## src/hdl/dum_regs.vh

```
// Constants for the per-channel register map of the dual UART.
// Assumes it is included once per design file that needs the map.
`ifndef DUM_REGS_VH
`define DUM_REGS_VH

// ****************************************************************
// Register offsets on the three address lines.
// ****************************************************************
`define DUM_ADDR_HOLDING 3'h0
`define DUM_ADDR_MASK 3'h1
`define DUM_ADDR_SOURCE 3'h2
`define DUM_ADDR_FORMAT 3'h3
`define DUM_ADDR_MODEM_OUT 3'h4
`define DUM_ADDR_LINE_FLAGS 3'h5
`define DUM_ADDR_MODEM_IN 3'h6
`define DUM_ADDR_SCRATCH 3'h7

// ****************************************************************
// Special values and field positions.
// ****************************************************************
`define DUM_FORMAT_ENHANCED_KEY 8'hbf
`define DUM_FORMAT_DIV_ENABLE_BIT 7
`define DUM_FEATURES_ENH_BIT 4
`define DUM_FIFO_ENABLE_BIT 0
`define DUM_FIFO_RX_RESET_BIT 1
`define DUM_FIFO_TX_RESET_BIT 2
`define DUM_MASK_BASIC_BITS 8'h0f
`define DUM_FIFO_BASIC_BITS 8'hcf
`define DUM_FIFO_STORE_BITS 8'hf9
`define DUM_MODEM_OUT_BASIC_BITS 8'h1f
`define DUM_FRACTION_BITS 8'h3f
`define DUM_ZERO_BYTE 8'h00

// ****************************************************************
// Reset values.
// ****************************************************************
`define DUM_RESET_BYTE 8'h00

`endif

```

## src/hdl/dum_regmap.v

```verilog
// Per-channel register file and address decode of a dual UART.
// Assumes a host on an 8-bit bus whose strobes and selects are
// synchronous to i_core_clk; the serial engines sit outside.
`include "dum_regs.vh"
`default_nettype none

// Operation
// - Each channel has its own registers; selects pick channel, address picks register.
// - Divisor enable clear: address 000 reads receive holding, writes transmit holding.
// - Divisor enable set, not key value: 000 and 001 reach divisor low/high.
// - Address 010 reaches divisor fraction with divisor enable, no key, enhanced on.
// - Divisor enable, no key, divisor zero: 000/001 read revision and identification.
// - Divisor enable clear: address 001 reaches the interrupt mask register.
// - Outside key value and fraction select, reads of 010 return interrupt source with FIFO-enabled bits.
// - Outside key value and fraction select, writes of 010 load FIFO setup with reset pulses.
// - Address 011 always reaches line format register, read and write.
// - Address 100 outside key value reaches modem output register.
// - Address 101 outside key value reads line flags, read only.
// - Address 110 outside key value reads modem input flags, read only.
// - Address 111 outside key value is a plain scratch register.
// - Key value maps enhanced features and the four flow characters.
// - Enhanced bits work and read nonzero only while enhanced enable is set.
module dum_regmap #(
  parameter [7:0] REVISION_CODE = 8'h13, // Arbitrary value.
  parameter [7:0] IDENT_CODE = 8'h5a // Arbitrary value.
) (
  input wire i_core_clk,
  input wire i_rst,
  input wire [2:0] i_addr,
  input wire i_chan_a_select_n,
  input wire i_chan_b_select_n,
  input wire i_rd_n,
  input wire i_wr_n,
  input wire [7:0] i_data,
  output reg [7:0] o_data,
  output reg o_data_oe,
  input wire [15:0] i_rx_data,
  input wire [11:0] i_int_source,
  input wire [15:0] i_line_flags,
  input wire [15:0] i_modem_in,
  output reg [7:0] o_tx_data,
  output reg [1:0] o_tx_load,
  output reg [1:0] o_rx_read,
  output reg [1:0] o_source_read,
  output reg [1:0] o_modem_in_read,
  output reg [1:0] o_rx_fifo_reset,
  output reg [1:0] o_tx_fifo_reset,
  output wire [15:0] o_line_format,
  output wire [15:0] o_int_mask,
  output wire [15:0] o_fifo_setup,
  output wire [15:0] o_modem_out,
  output wire [15:0] o_divisor_low,
  output wire [15:0] o_divisor_high,
  output wire [15:0] o_divisor_fraction,
  output wire [15:0] o_features,
  output wire [15:0] o_resume_one,
  output wire [15:0] o_resume_two,
  output wire [15:0] o_pause_one,
  output wire [15:0] o_pause_two
);

  // ****************************************************************
  // Storage, one entry per channel.
  // ****************************************************************

  reg [7:0] format_reg [0:1];
  reg [7:0] mask_reg [0:1];
  reg [7:0] fifo_reg [0:1];
  reg [7:0] mout_reg [0:1];
  reg [7:0] scratch_reg [0:1];
  reg [7:0] div_low_reg [0:1];
  reg [7:0] div_high_reg [0:1];
  reg [7:0] div_frac_reg [0:1];
  reg [7:0] feat_reg [0:1];
  reg [7:0] res1_reg [0:1];
  reg [7:0] res2_reg [0:1];
  reg [7:0] pau1_reg [0:1];
  reg [7:0] pau2_reg [0:1];
  reg rd_prev_reg;
  reg wr_prev_reg;
  integer k;

  // Flattened views of the stored settings for the serial engines.
  assign o_line_format = {format_reg[1], format_reg[0]};
  assign o_int_mask = {mask_reg[1], mask_reg[0]};
  assign o_fifo_setup = {fifo_reg[1], fifo_reg[0]};
  assign o_modem_out = {mout_reg[1], mout_reg[0]};
  assign o_divisor_low = {div_low_reg[1], div_low_reg[0]};
  assign o_divisor_high = {div_high_reg[1], div_high_reg[0]};
  assign o_divisor_fraction = {div_frac_reg[1], div_frac_reg[0]};
  assign o_features = {feat_reg[1], feat_reg[0]};
  assign o_resume_one = {res1_reg[1], res1_reg[0]};
  assign o_resume_two = {res2_reg[1], res2_reg[0]};
  assign o_pause_one = {pau1_reg[1], pau1_reg[0]};
  assign o_pause_two = {pau2_reg[1], pau2_reg[0]};

  // ****************************************************************
  // Channel selection and decode state.
  // ****************************************************************

  // Both selects at once is treated as no access, so no channel is hit twice.
  wire sel_a = ~i_chan_a_select_n;
  wire sel_b = ~i_chan_b_select_n;
  wire selected = sel_a ^ sel_b;
  wire ch = sel_b;
  wire [7:0] fmt = format_reg[ch];
  wire enh_on = feat_reg[ch][`DUM_FEATURES_ENH_BIT];

  // Key value test, used by read and write decode alike.
  function is_key;
    input [7:0] value;
    begin
      is_key = (value == `DUM_FORMAT_ENHANCED_KEY);
    end
  endfunction

  // Masks a byte down to its basic bits unless enhanced mode is on.
  function [7:0] gate_enh;
    input [7:0] value;
    input [7:0] basic;
    input enh;
    begin
      gate_enh = enh ? value : (value & basic);
    end
  endfunction

  wire key = is_key(fmt);
  wire div_en = fmt[`DUM_FORMAT_DIV_ENABLE_BIT];
  wire div_zero = (div_low_reg[ch] == `DUM_ZERO_BYTE) &&
                  (div_high_reg[ch] == `DUM_ZERO_BYTE);
  wire frac_sel = div_en && !key && enh_on;

  // Accesses are taken on the cycle a strobe is first seen low.
  // A held strobe therefore gives one access only, so a slow host cannot
  // drain the receive side twice with a single read.
  wire rd_start = selected && !i_rd_n && rd_prev_reg;
  wire wr_start = selected && !i_wr_n && wr_prev_reg;

  // ****************************************************************
  // Read multiplexer.
  // ****************************************************************

  reg [7:0] rd_mux;
  reg [5:0] src;
  always @* begin
    src = i_int_source[ch*6 +: 6];
    rd_mux = `DUM_ZERO_BYTE;
    case (i_addr)
      `DUM_ADDR_HOLDING: begin
        if (!div_en) begin
          rd_mux = i_rx_data[ch*8 +: 8];
        end else if (!key && div_zero) begin
          rd_mux = REVISION_CODE;
        end else begin
          rd_mux = div_low_reg[ch];
        end
      end
      `DUM_ADDR_MASK: begin
        if (!div_en) begin
          rd_mux = mask_reg[ch];
        end else if (!key && div_zero) begin
          rd_mux = IDENT_CODE;
        end else begin
          rd_mux = div_high_reg[ch];
        end
      end
      `DUM_ADDR_SOURCE: begin
        if (key) begin
          rd_mux = feat_reg[ch];
        end else if (frac_sel) begin
          rd_mux = div_frac_reg[ch] & `DUM_FRACTION_BITS;
        end else begin
          // Upper two bits mirror the FIFO enable.
          rd_mux = {{2{fifo_reg[ch][`DUM_FIFO_ENABLE_BIT]}},
                    enh_on ? src[5:4] : 2'h0, src[3:0]};
        end
      end
      `DUM_ADDR_FORMAT: begin
        rd_mux = fmt;
      end
      `DUM_ADDR_MODEM_OUT: begin
        rd_mux = key ? res1_reg[ch] : mout_reg[ch];
      end
      `DUM_ADDR_LINE_FLAGS: begin
        rd_mux = key ? res2_reg[ch] : i_line_flags[ch*8 +: 8];
      end
      `DUM_ADDR_MODEM_IN: begin
        rd_mux = key ? pau1_reg[ch] : i_modem_in[ch*8 +: 8];
      end
      `DUM_ADDR_SCRATCH: begin
        rd_mux = key ? pau2_reg[ch] : scratch_reg[ch];
      end
      default: begin
        rd_mux = `DUM_ZERO_BYTE;
      end
    endcase
  end

  // ****************************************************************
  // Bus side: strobe history, read data and side-effect pulses.
  // ****************************************************************

  // Read data is captured once per strobe, so a slow host sees a stable
  // byte even while the receive side moves on underneath.
  always @(posedge i_core_clk or posedge i_rst) begin
    if (i_rst) begin
      rd_prev_reg <= 1'b1;
      wr_prev_reg <= 1'b1;
      o_data <= `DUM_RESET_BYTE;
      o_data_oe <= 1'b0;
      o_rx_read <= 2'h0;
      o_source_read <= 2'h0;
      o_modem_in_read <= 2'h0;
    end else begin
      rd_prev_reg <= i_rd_n;
      wr_prev_reg <= i_wr_n;
      o_data_oe <= selected && !i_rd_n;
      o_rx_read <= 2'h0;
      o_source_read <= 2'h0;
      o_modem_in_read <= 2'h0;
      if (rd_start) begin
        o_data <= rd_mux;
        if (i_addr == `DUM_ADDR_HOLDING && !div_en) begin
          o_rx_read[ch] <= 1'b1;
        end
        if (i_addr == `DUM_ADDR_SOURCE && !key && !frac_sel) begin
          o_source_read[ch] <= 1'b1;
        end
        if (i_addr == `DUM_ADDR_MODEM_IN && !key) begin
          o_modem_in_read[ch] <= 1'b1;
        end
      end
    end
  end

  // ****************************************************************
  // Register writes.
  // ****************************************************************

  // Clearing the enhanced enable also clears the enhanced bits held in the
  // mask, FIFO setup and modem output registers; the divisor fraction keeps its value.
  always @(posedge i_core_clk or posedge i_rst) begin
    if (i_rst) begin
      for (k = 0; k < 2; k = k + 1) begin
        format_reg[k] <= `DUM_RESET_BYTE;
        mask_reg[k] <= `DUM_RESET_BYTE;
        fifo_reg[k] <= `DUM_RESET_BYTE;
        mout_reg[k] <= `DUM_RESET_BYTE;
        scratch_reg[k] <= `DUM_RESET_BYTE;
        div_low_reg[k] <= `DUM_RESET_BYTE;
        div_high_reg[k] <= `DUM_RESET_BYTE;
        div_frac_reg[k] <= `DUM_RESET_BYTE;
        feat_reg[k] <= `DUM_RESET_BYTE;
        res1_reg[k] <= `DUM_RESET_BYTE;
        res2_reg[k] <= `DUM_RESET_BYTE;
        pau1_reg[k] <= `DUM_RESET_BYTE;
        pau2_reg[k] <= `DUM_RESET_BYTE;
      end
      o_tx_data <= `DUM_RESET_BYTE;
      o_tx_load <= 2'h0;
      o_rx_fifo_reset <= 2'h0;
      o_tx_fifo_reset <= 2'h0;
    end else begin
      o_tx_load <= 2'h0;
      o_rx_fifo_reset <= 2'h0;
      o_tx_fifo_reset <= 2'h0;
      if (wr_start) begin
        case (i_addr)
          `DUM_ADDR_HOLDING: begin
            if (div_en) begin
              div_low_reg[ch] <= i_data;
            end else begin
              o_tx_data <= i_data;
              o_tx_load[ch] <= 1'b1;
            end
          end
          `DUM_ADDR_MASK: begin
            if (div_en) begin
              div_high_reg[ch] <= i_data;
            end else begin
              mask_reg[ch] <= gate_enh(i_data, `DUM_MASK_BASIC_BITS, enh_on);
            end
          end
          `DUM_ADDR_SOURCE: begin
            if (key) begin
              feat_reg[ch] <= i_data;
              if (!i_data[`DUM_FEATURES_ENH_BIT]) begin
                mask_reg[ch] <= mask_reg[ch] & `DUM_MASK_BASIC_BITS;
                fifo_reg[ch] <= fifo_reg[ch] & `DUM_FIFO_BASIC_BITS;
                mout_reg[ch] <= mout_reg[ch] & `DUM_MODEM_OUT_BASIC_BITS;
              end
            end else if (frac_sel) begin
              div_frac_reg[ch] <= i_data & `DUM_FRACTION_BITS;
            end else begin
              // FIFO resets are pulses; the stored copy never keeps them.
              fifo_reg[ch] <= gate_enh(i_data, `DUM_FIFO_BASIC_BITS, enh_on) &
                              `DUM_FIFO_STORE_BITS;
              o_rx_fifo_reset[ch] <= i_data[`DUM_FIFO_RX_RESET_BIT];
              o_tx_fifo_reset[ch] <= i_data[`DUM_FIFO_TX_RESET_BIT];
            end
          end
          `DUM_ADDR_FORMAT: begin
            format_reg[ch] <= i_data;
          end
          `DUM_ADDR_MODEM_OUT: begin
            if (key) begin
              res1_reg[ch] <= i_data;
            end else begin
              mout_reg[ch] <= gate_enh(i_data, `DUM_MODEM_OUT_BASIC_BITS, enh_on);
            end
          end
          `DUM_ADDR_LINE_FLAGS: begin
            // Outside the key value the line flags are read only, so the write falls away.
            if (key) begin
              res2_reg[ch] <= i_data;
            end
          end
          `DUM_ADDR_MODEM_IN: begin
            // Outside the key value the modem inputs are read only, so the write falls away.
            if (key) begin
              pau1_reg[ch] <= i_data;
            end
          end
          `DUM_ADDR_SCRATCH: begin
            if (key) begin
              pau2_reg[ch] <= i_data;
            end else begin
              scratch_reg[ch] <= i_data;
            end
          end
          default: begin
            format_reg[ch] <= format_reg[ch];
          end
        endcase
      end
    end
  end

endmodule

`default_nettype wire

```

## config.mk

```make
export PLATFORM = sky130hd
export DESIGN_NAME = dum_regmap
export DESIGN_NICKNAME = d
export VERILOG_FILES = /design/src/hdl/dum_regmap.v
export VERILOG_INCLUDE_DIRS = /design/src /design/src/hdl
export SDC_FILE = /design/constraint.sdc
export NUM_CORES = 1
export LEC_CHECK = 0
export ABC_AREA = 1
export CORE_UTILIZATION = 55
export DETAILED_ROUTE_END_ITERATION = 6
export DONT_BUFFER_PORTS = 1
export HOLD_SLACK_MARGIN = 0.02
export MAX_ROUTING_LAYER = met4
export PLACE_DENSITY = 0.7
export SYNTH_ARGS = -nofsm -noshare
export SYNTH_HDL_FRONTEND = slang
export SYNTH_SLANG_ARGS = --single-unit
```

## constraint.sdc

```tcl
create_clock -name i_core_clk -period 7.8 [get_ports i_core_clk]
set_input_delay 0.39 -clock i_core_clk [delete_from_list [all_inputs] [get_ports i_core_clk]]
set_output_delay 0.39 -clock i_core_clk [all_outputs]
set_load 0.02 [all_outputs]
```

==> impl_results.md, run 1 <==
- Kind of critical path: reg -> reg
- Pleak: 0.006098 uW
- Via density per instance: 5.995
- Endpoint type of the worst setup path: flip-flop
- Port Buf Inserts: 0
- Post-synthesis cell area: 11850 sq um
- Post-DRT Antenna Nets: 0
- Core Box Area: 21090 sq um
- Gate power share: 0.100
- Tot Pwr: 2904 uW
- Number of flops mapped to enable cells by yosys: 0
- Final Hold Fails: 0
- Worst-path fanout max: 53
- H-tree levels: 1
- Final Setup Violations: 0
- Sw Ratio: 0.2952
- RSZ-0062 raised after global routing: false
- Clock sink count: 235
- Chip height: 148.8 microns
- Count of unique library cells instantiated by Yosys: 41
- Grt ovf: 0
- Starting Density: 0.5618
- RD Place Congestion: 0.9757
- Warnings from Yosys: 0
- Yosys reg bits: 235
- Clk_skew: 9.577 ps
- Routed WL: 38690 microns
- Clock Tree Buf Depth: 3
- Area growth syn-to-layout: 6.073%
- Register share of total power: 0.504
- Worst slew pin tran: 1142 ps
- Switch Pwr: 857.3 uW
- Num ports: 298
- Cell Pwr Density: 231.1 nW/um^2
- Share of cells above drive strength 1: 0.06962
- Worst skew pair latency: 530 ps
- Detailed-route via count: 10440
- Post-synth top area cell: dfrtp_1
- Max transition margin: 0.2379
- Critical Path AT: 4500 ps
- Post-synth ARST share: 1.000
- Die W: 148.8 microns
- Worst Path Required: 8240 ps
- Share of the synthesized area in the top cell type: 0.4922
- Status: finished clean
- Worst vdd ir: 0.1891 mV
- First-pass GRT wire length: 58440 microns
- Vias in the first global route: 9363
- Drt wl/cell: 22.22 microns
- Max-cap violations: 0
- Worst-path clk slew: 60 ps
- Final period util: 0.5197
- Hold WC Path Type: in -> reg
- CTS tree: yes
- Initial antenna violation count: 1
- DP Wirelength: 26600 microns
- Die area: 22130 sq um
- Hold Slack: 82.19 ps
- Avg Cell Area, Syn: 7.877 sq um
- Seq/Total Area, Yosys: 0.4966
- DRC Markers: 0
- Final Critical Period: 4054 ps
- Fmax: 246.7 MHz
- # nets final: 1526
- Initial drt markers: 1069
- Slew Limit Fails: 0
- Internal power: 2047 uW
- Std cell rows: 53
- Syn Inst Count: 1504
- Total global-route track usage: 0.3601
- Synth top area cells: dfrtp_1 49%, nand2_1 16%, o21ai_0 7.4%, nand3_1 3.7%, nor2_1 3.3%
- Worst slack, placed: 3542 ps
- Root Buffer: clkbuf_16
- Worst Setup Start Kind: flip-flop
- Fin Setup TNS: 0 ps
- Post-synth top flop: dfrtp_1
- Minimum setup slack in the final design: 3746 ps
- TritonCTS Buffers: 25
- Clock Power Share: 0.395
- Drt first pass iters: 6
- Largest net degree at the start of global routing: 166
- Post-CTS Setup Inserts: 0
==> kinds of logic after synthesis <==
| kind of cell | after synthesis | share of synthesized area |
|---|---|---|
| multiplexers | 19 | 0.01605 |
| XOR/XNOR | 1 | 0.001373 |
| AO/OA/AOI/OAI | 312 | 0.1418 |
| other | 1 | 0.0003166 |
| AND/OR/NAND/NOR | 769 | 0.2777 |
| flip-flops | 235 | 0.4966 |
| buffers and inverters | 167 | 0.06612 |
==> cell type report <==
class | instances | area, sq um
clock inverters | 7 | 63.81
fillers | 1941 | 8522
well taps | 275 | 344.1
inverters | 71 | 281.5
diodes | 1 | 2.502
repair buffers | 11 | 92.59
multi-input cells | 1105 | 5191
flip-flops and latches | 235 | 5883
clock buffers | 36 | 706.9
==> per-stage QoR <==
stage                     area, sq um  utilization  instances
final                           12570       0.5959       1741
after global routing            12570       0.5959       1741
after CTS                       12560       0.5958       1740
after detailed placement        11750       0.5573       1693
after global placement          11750       0.5573       1693
after floorplan                 11860            -       1507
==> cells in the mapped netlist, types with 3 or more instances <==
cell type / n
a21oi_1: 29
o211ai_1: 13
or2_2: 8
nor3_1: 14
o21ai_1: 61
clkbuf_1: 43
inv_2: 7
nand3_4: 6
a21boi_0: 4
nand4_1: 9
nor2_4: 3
o31ai_1: 7
nand3_1: 87
nand2_1: 517
nor2_1: 104
mux2i_1: 19
o22ai_1: 4
nand2_2: 3
nand3_2: 6
o21ai_2: 9
buf_2: 34
a31oi_1: 5
nor2_2: 4
buf_6: 10
dfrtp_1: 233
o21ai_0: 176
inv_1: 61
buf_4: 9
==> cells in the final DEF, fill, tap and decap left out, types with 5 or more instances in the layout <==
cell type / instances
inv_1: 60
o211ai_1: 13
clkbuf_1: 7
clkinv_2: 5
o21ai_0: 176
nand2_1: 517
a31oi_1: 5
nor3_1: 14
nand3_1: 87
a21oi_1: 29
o21ai_2: 9
o31ai_1: 7
nand3_4: 6
inv_2: 6
nand4_1: 9
dfrtp_1: 233
nand3_2: 6
mux2i_1: 19
clkbuf_16: 25
buf_4: 7
o21ai_1: 61
nor2_1: 104
or2_2: 8
==> power by group through the flow <==
stage	Combinational [uW]	Clock, uW	Sequential [uW]
detailed placement	285	0	1490
global placement	280	0	1480
global route	329	1210	1470
finish	291	1150	1460
CTS	289	1160	1460
floorplan	226	0	1460
==> per-layer routing <==
metal / global-route usage / part of all wire / up-vias
met3: 0.09786 / 0.11 / 95
met5: - / 0 / -
met4: 0.1209 / 0.036 / 0
met1: 0.4720 / 0.39 / 4947
li1: - / - / 4817
met2: 0.5409 / 0.46 / 579
==> repair_timing <==
| item | in CTS | in global routing |
|---|---|---|
| hold endpoints to repair | 111 | 0 |
| gates resized for setup | 0 | 0 |
| setup endpoints to repair | 0 | 0 |
| hold buffers | 4 | 0 |
==> critical path: stages, from the launching register on <==
cell     delay, ps
dfrtp_1        480
nand2_1        110
nand2_2        280
nand2_1        110
nor2_2         520
nand2_4        510
inv_4          420
nor2_2         130
inv_2          100
nand3_1        340
nor2_1         630
o21ai_0        200
o21ai_0        110
==> final timing paths <==
check                           cells past startpoint         startpoint  slack [ps]            endpoint
worst min register to register                      2     scratch_reg[9]         490      scratch_reg[9]
worst min-delay path                                2          i_data[7]          80     o_modem_out[15]
worst max-delay path                               12  o_line_format[15]        3750      o_modem_out[9]
min in group asynchronous                           2              i_rst         520  o_rx_fifo_reset[1]
max in group asynchronous                           3              i_rst        5720   o_divisor_low[10]
worst max register to register                     12  o_line_format[15]        3750      o_modem_out[9]
(Power assumes the default switching activity.)
==> inputs of run 2 (changes only) <==
Settings changed: PLACE_DENSITY 0.7 to 0.73.
Clock period 7.8 ns to 3.6 ns, I/O delays scaled along.
==> impl_results.md, run 2 (same netlist as run 1, synthesis figures left out) <==
- Worst Path Required: 3960 ps (-4280 ps)
- Worst skew pair latency: 540 ps (about the same)
- RD Place Congestion: 0.9732 (-0.26%)
- Pleak: 0.006222 uW (+2.0%)
- Drt wl/cell: 23.15 microns (+4.2%)
- Die W: 148.8 microns (unchanged)
- Minimum setup slack in the final design: 717.3 ps (-3029 ps)
- Vias in the first global route: 10010 (+6.9%)
- Chip height: 148.8 microns (unchanged)
- Port Buf Inserts: 0 (unchanged)
- Fin util: 0.6085 (+0.01258)
- Area growth syn-to-layout: 8.313%
- Worst-path clk slew: 60 ps (about the same)
- H-tree levels: 1 (unchanged)
- TritonCTS Buffers: 26 (+4.0%)
- Finished Layout Cells: 1759 (+1.0%)
- Max transition margin: 0.2041 (-0.03384)
- Worst vdd ir: 0.5059 mV (+170%)
- Placed insts: 1700 (+0.41%)
- CTS tree: yes
- Initial drt markers: 1045 (-2.2%)
- Die area: 22130 sq um (unchanged)
- Cell Pwr Density: 507.4 nW/um^2 (+120%)
- Drt first pass iters: 5 (-1)
- Leading cell type in the layout, fill and taps excluded: nand2_1
- Worst slew pin tran: 1193 ps (+50.70 ps)
- Core Box Area: 21090 sq um (unchanged)
- Hold Slack: 42.83 ps (-39.35 ps)
- Final Setup Violations: 0 (unchanged)
- # nets final: 1543 (+1.1%)
- Max-cap violations: 0 (unchanged)
- Share of cells above drive strength 1: 0.07687 (+0.007247)
- Routed WL: 40720 microns (+5.2%)
- Worst slack, placed: 779.1 ps (-2763 ps)
- Fmax: 346.9 MHz (+41%)
- Std cell rows: 53 (unchanged)
- Num ports: 298 (unchanged)
- RSZ-0062 raised after global routing: false
- Clock sink count: 235 (unchanged)
- DP Wirelength: 27600 microns (+3.8%)
- Starting Density: 0.5618 (unchanged)
- # resized after CTS: 0 (unchanged)
- Clk_skew: 16.85 ps (+7.278 ps)
- Status: finished clean
- Commonest cells after routing, fill and taps aside: 517 x nand2_1, 233 x dfrtp_1, 176 x o21ai_0
- Fillers: 1936 (-0.26%)
- Final period util: 0.8007 (+0.2810)
- Post-DRT Antenna Nets: 0 (unchanged)
- Detailed-route via count: 10860 (+4.0%)
- Slew Limit Fails: 0 (unchanged)
- Worst-path fanout max: 17 (-68%)
- Initial antenna violation count: 1 (unchanged)
- Kind of critical path: reg -> reg
- Worst Setup Start Kind: flip-flop
- DRC Markers: 0 (unchanged)
- Clock Tree Buf Depth: 3 (unchanged)
- Endpoint type of the worst setup path: flip-flop
- Final Critical Period: 2883 ps (-1171 ps)
- Via density per instance: 6.172 (+2.9%)
- Final Hold Fails: 0 (unchanged)
- Fin Setup TNS: 0 ps (unchanged)
- Hold WC Path Type: in -> reg
- Critical Path AT: 3240 ps (-1260 ps)
- Grt ovf: 0 (unchanged)
- Root Buffer: clkbuf_16
- First-pass GRT wire length: 61220 microns (+4.8%)
- Total global-route track usage: 0.3796 (+0.01950)
- Largest net degree at the start of global routing: 126 (-24%)
==> run 2: changes by cell type in the layout (fill, tap and decap cells not counted), sizes merged <==
cell	previous run	this run
dlygate4sd3	4	12
inv	70	69
buf	7	15
clkinvlp	0	1
clkinv	7	6
clkbuf	36	39
==> run 2: final timing paths <==
path | from | endpoint | slack (ps) | cells after the start
setup / recovery | o_line_format[15] | o_divisor_fraction[13] | 720 | 9
hold / removal | i_rx_data[12] | o_data[4] | 40 | 6
setup reg to reg | o_line_format[15] | o_divisor_fraction[13] | 720 | 9
hold reg to reg | scratch_reg[9] | scratch_reg[9] | 490 | 2
max in group asynchronous | i_rst | o_tx_data[7] | 2340 | 3
min in group asynchronous | i_rst | o_data_oe | 330 | 2
==> run 2: layout make-up <==
cell class,instances,area (sq um),share of cell area
repair buffers,27,282.8,0.02204
flip-flops and latches,235,5883,0.4585
clock inverters,6,58.81,0.004583
well taps,275,344.1,0.02682
inverters,71,277.8,0.02165
multi-input cells,1105,5191,0.4046
clock buffers,39,790.8,0.06163
diodes,1,2.502,0.0001950
==> run 2: report_power, final <==
group | total (uW) | internal [uW] | switching (uW)
logic | 671 | 205 | 467
registers | 3180 | 2820 | 358
clock network | 2660 | 1580 | 1090
total | 6510 | 4600 | 1910
==> run 2: worst max-delay path, stage by stage, from the launching register on <==
cell and delay (ps):
dfrtp_1 480, nand2_1 110, nand2_2 270, clkinv_1 500, nor2_1 470, nand2_1 190
inv_1 150, nand3_1 290, nand2_1 140, o21ai_0 100
==> run 2: metal layers <==
metal	vias to the layer above	track usage	share of wire
li1	4842	-	-
met1	5186	0.4869	0.38
met2	716	0.5638	0.45
met3	113	0.1058	0.12
met4	0	0.1643	0.048
met5	-	-	0
==> run 2: per-stage QoR <==
step | total power (uW) | cell area, sq um
final | 6511 | 12830
after global routing | 6720 | 12830
after CTS | 6512 | 12830
after detailed placement | 3856 | 11840
after global placement | 3836 | 11840
after floorplan | 3648 | 11860
==> run 2: timing repair <==
| action | CTS | global route |
|---|---|---|
| hold endpoints to repair | 113 | 0 |
| buffers inserted | 0 | 0 |
| hold buffers | 13 | 0 |
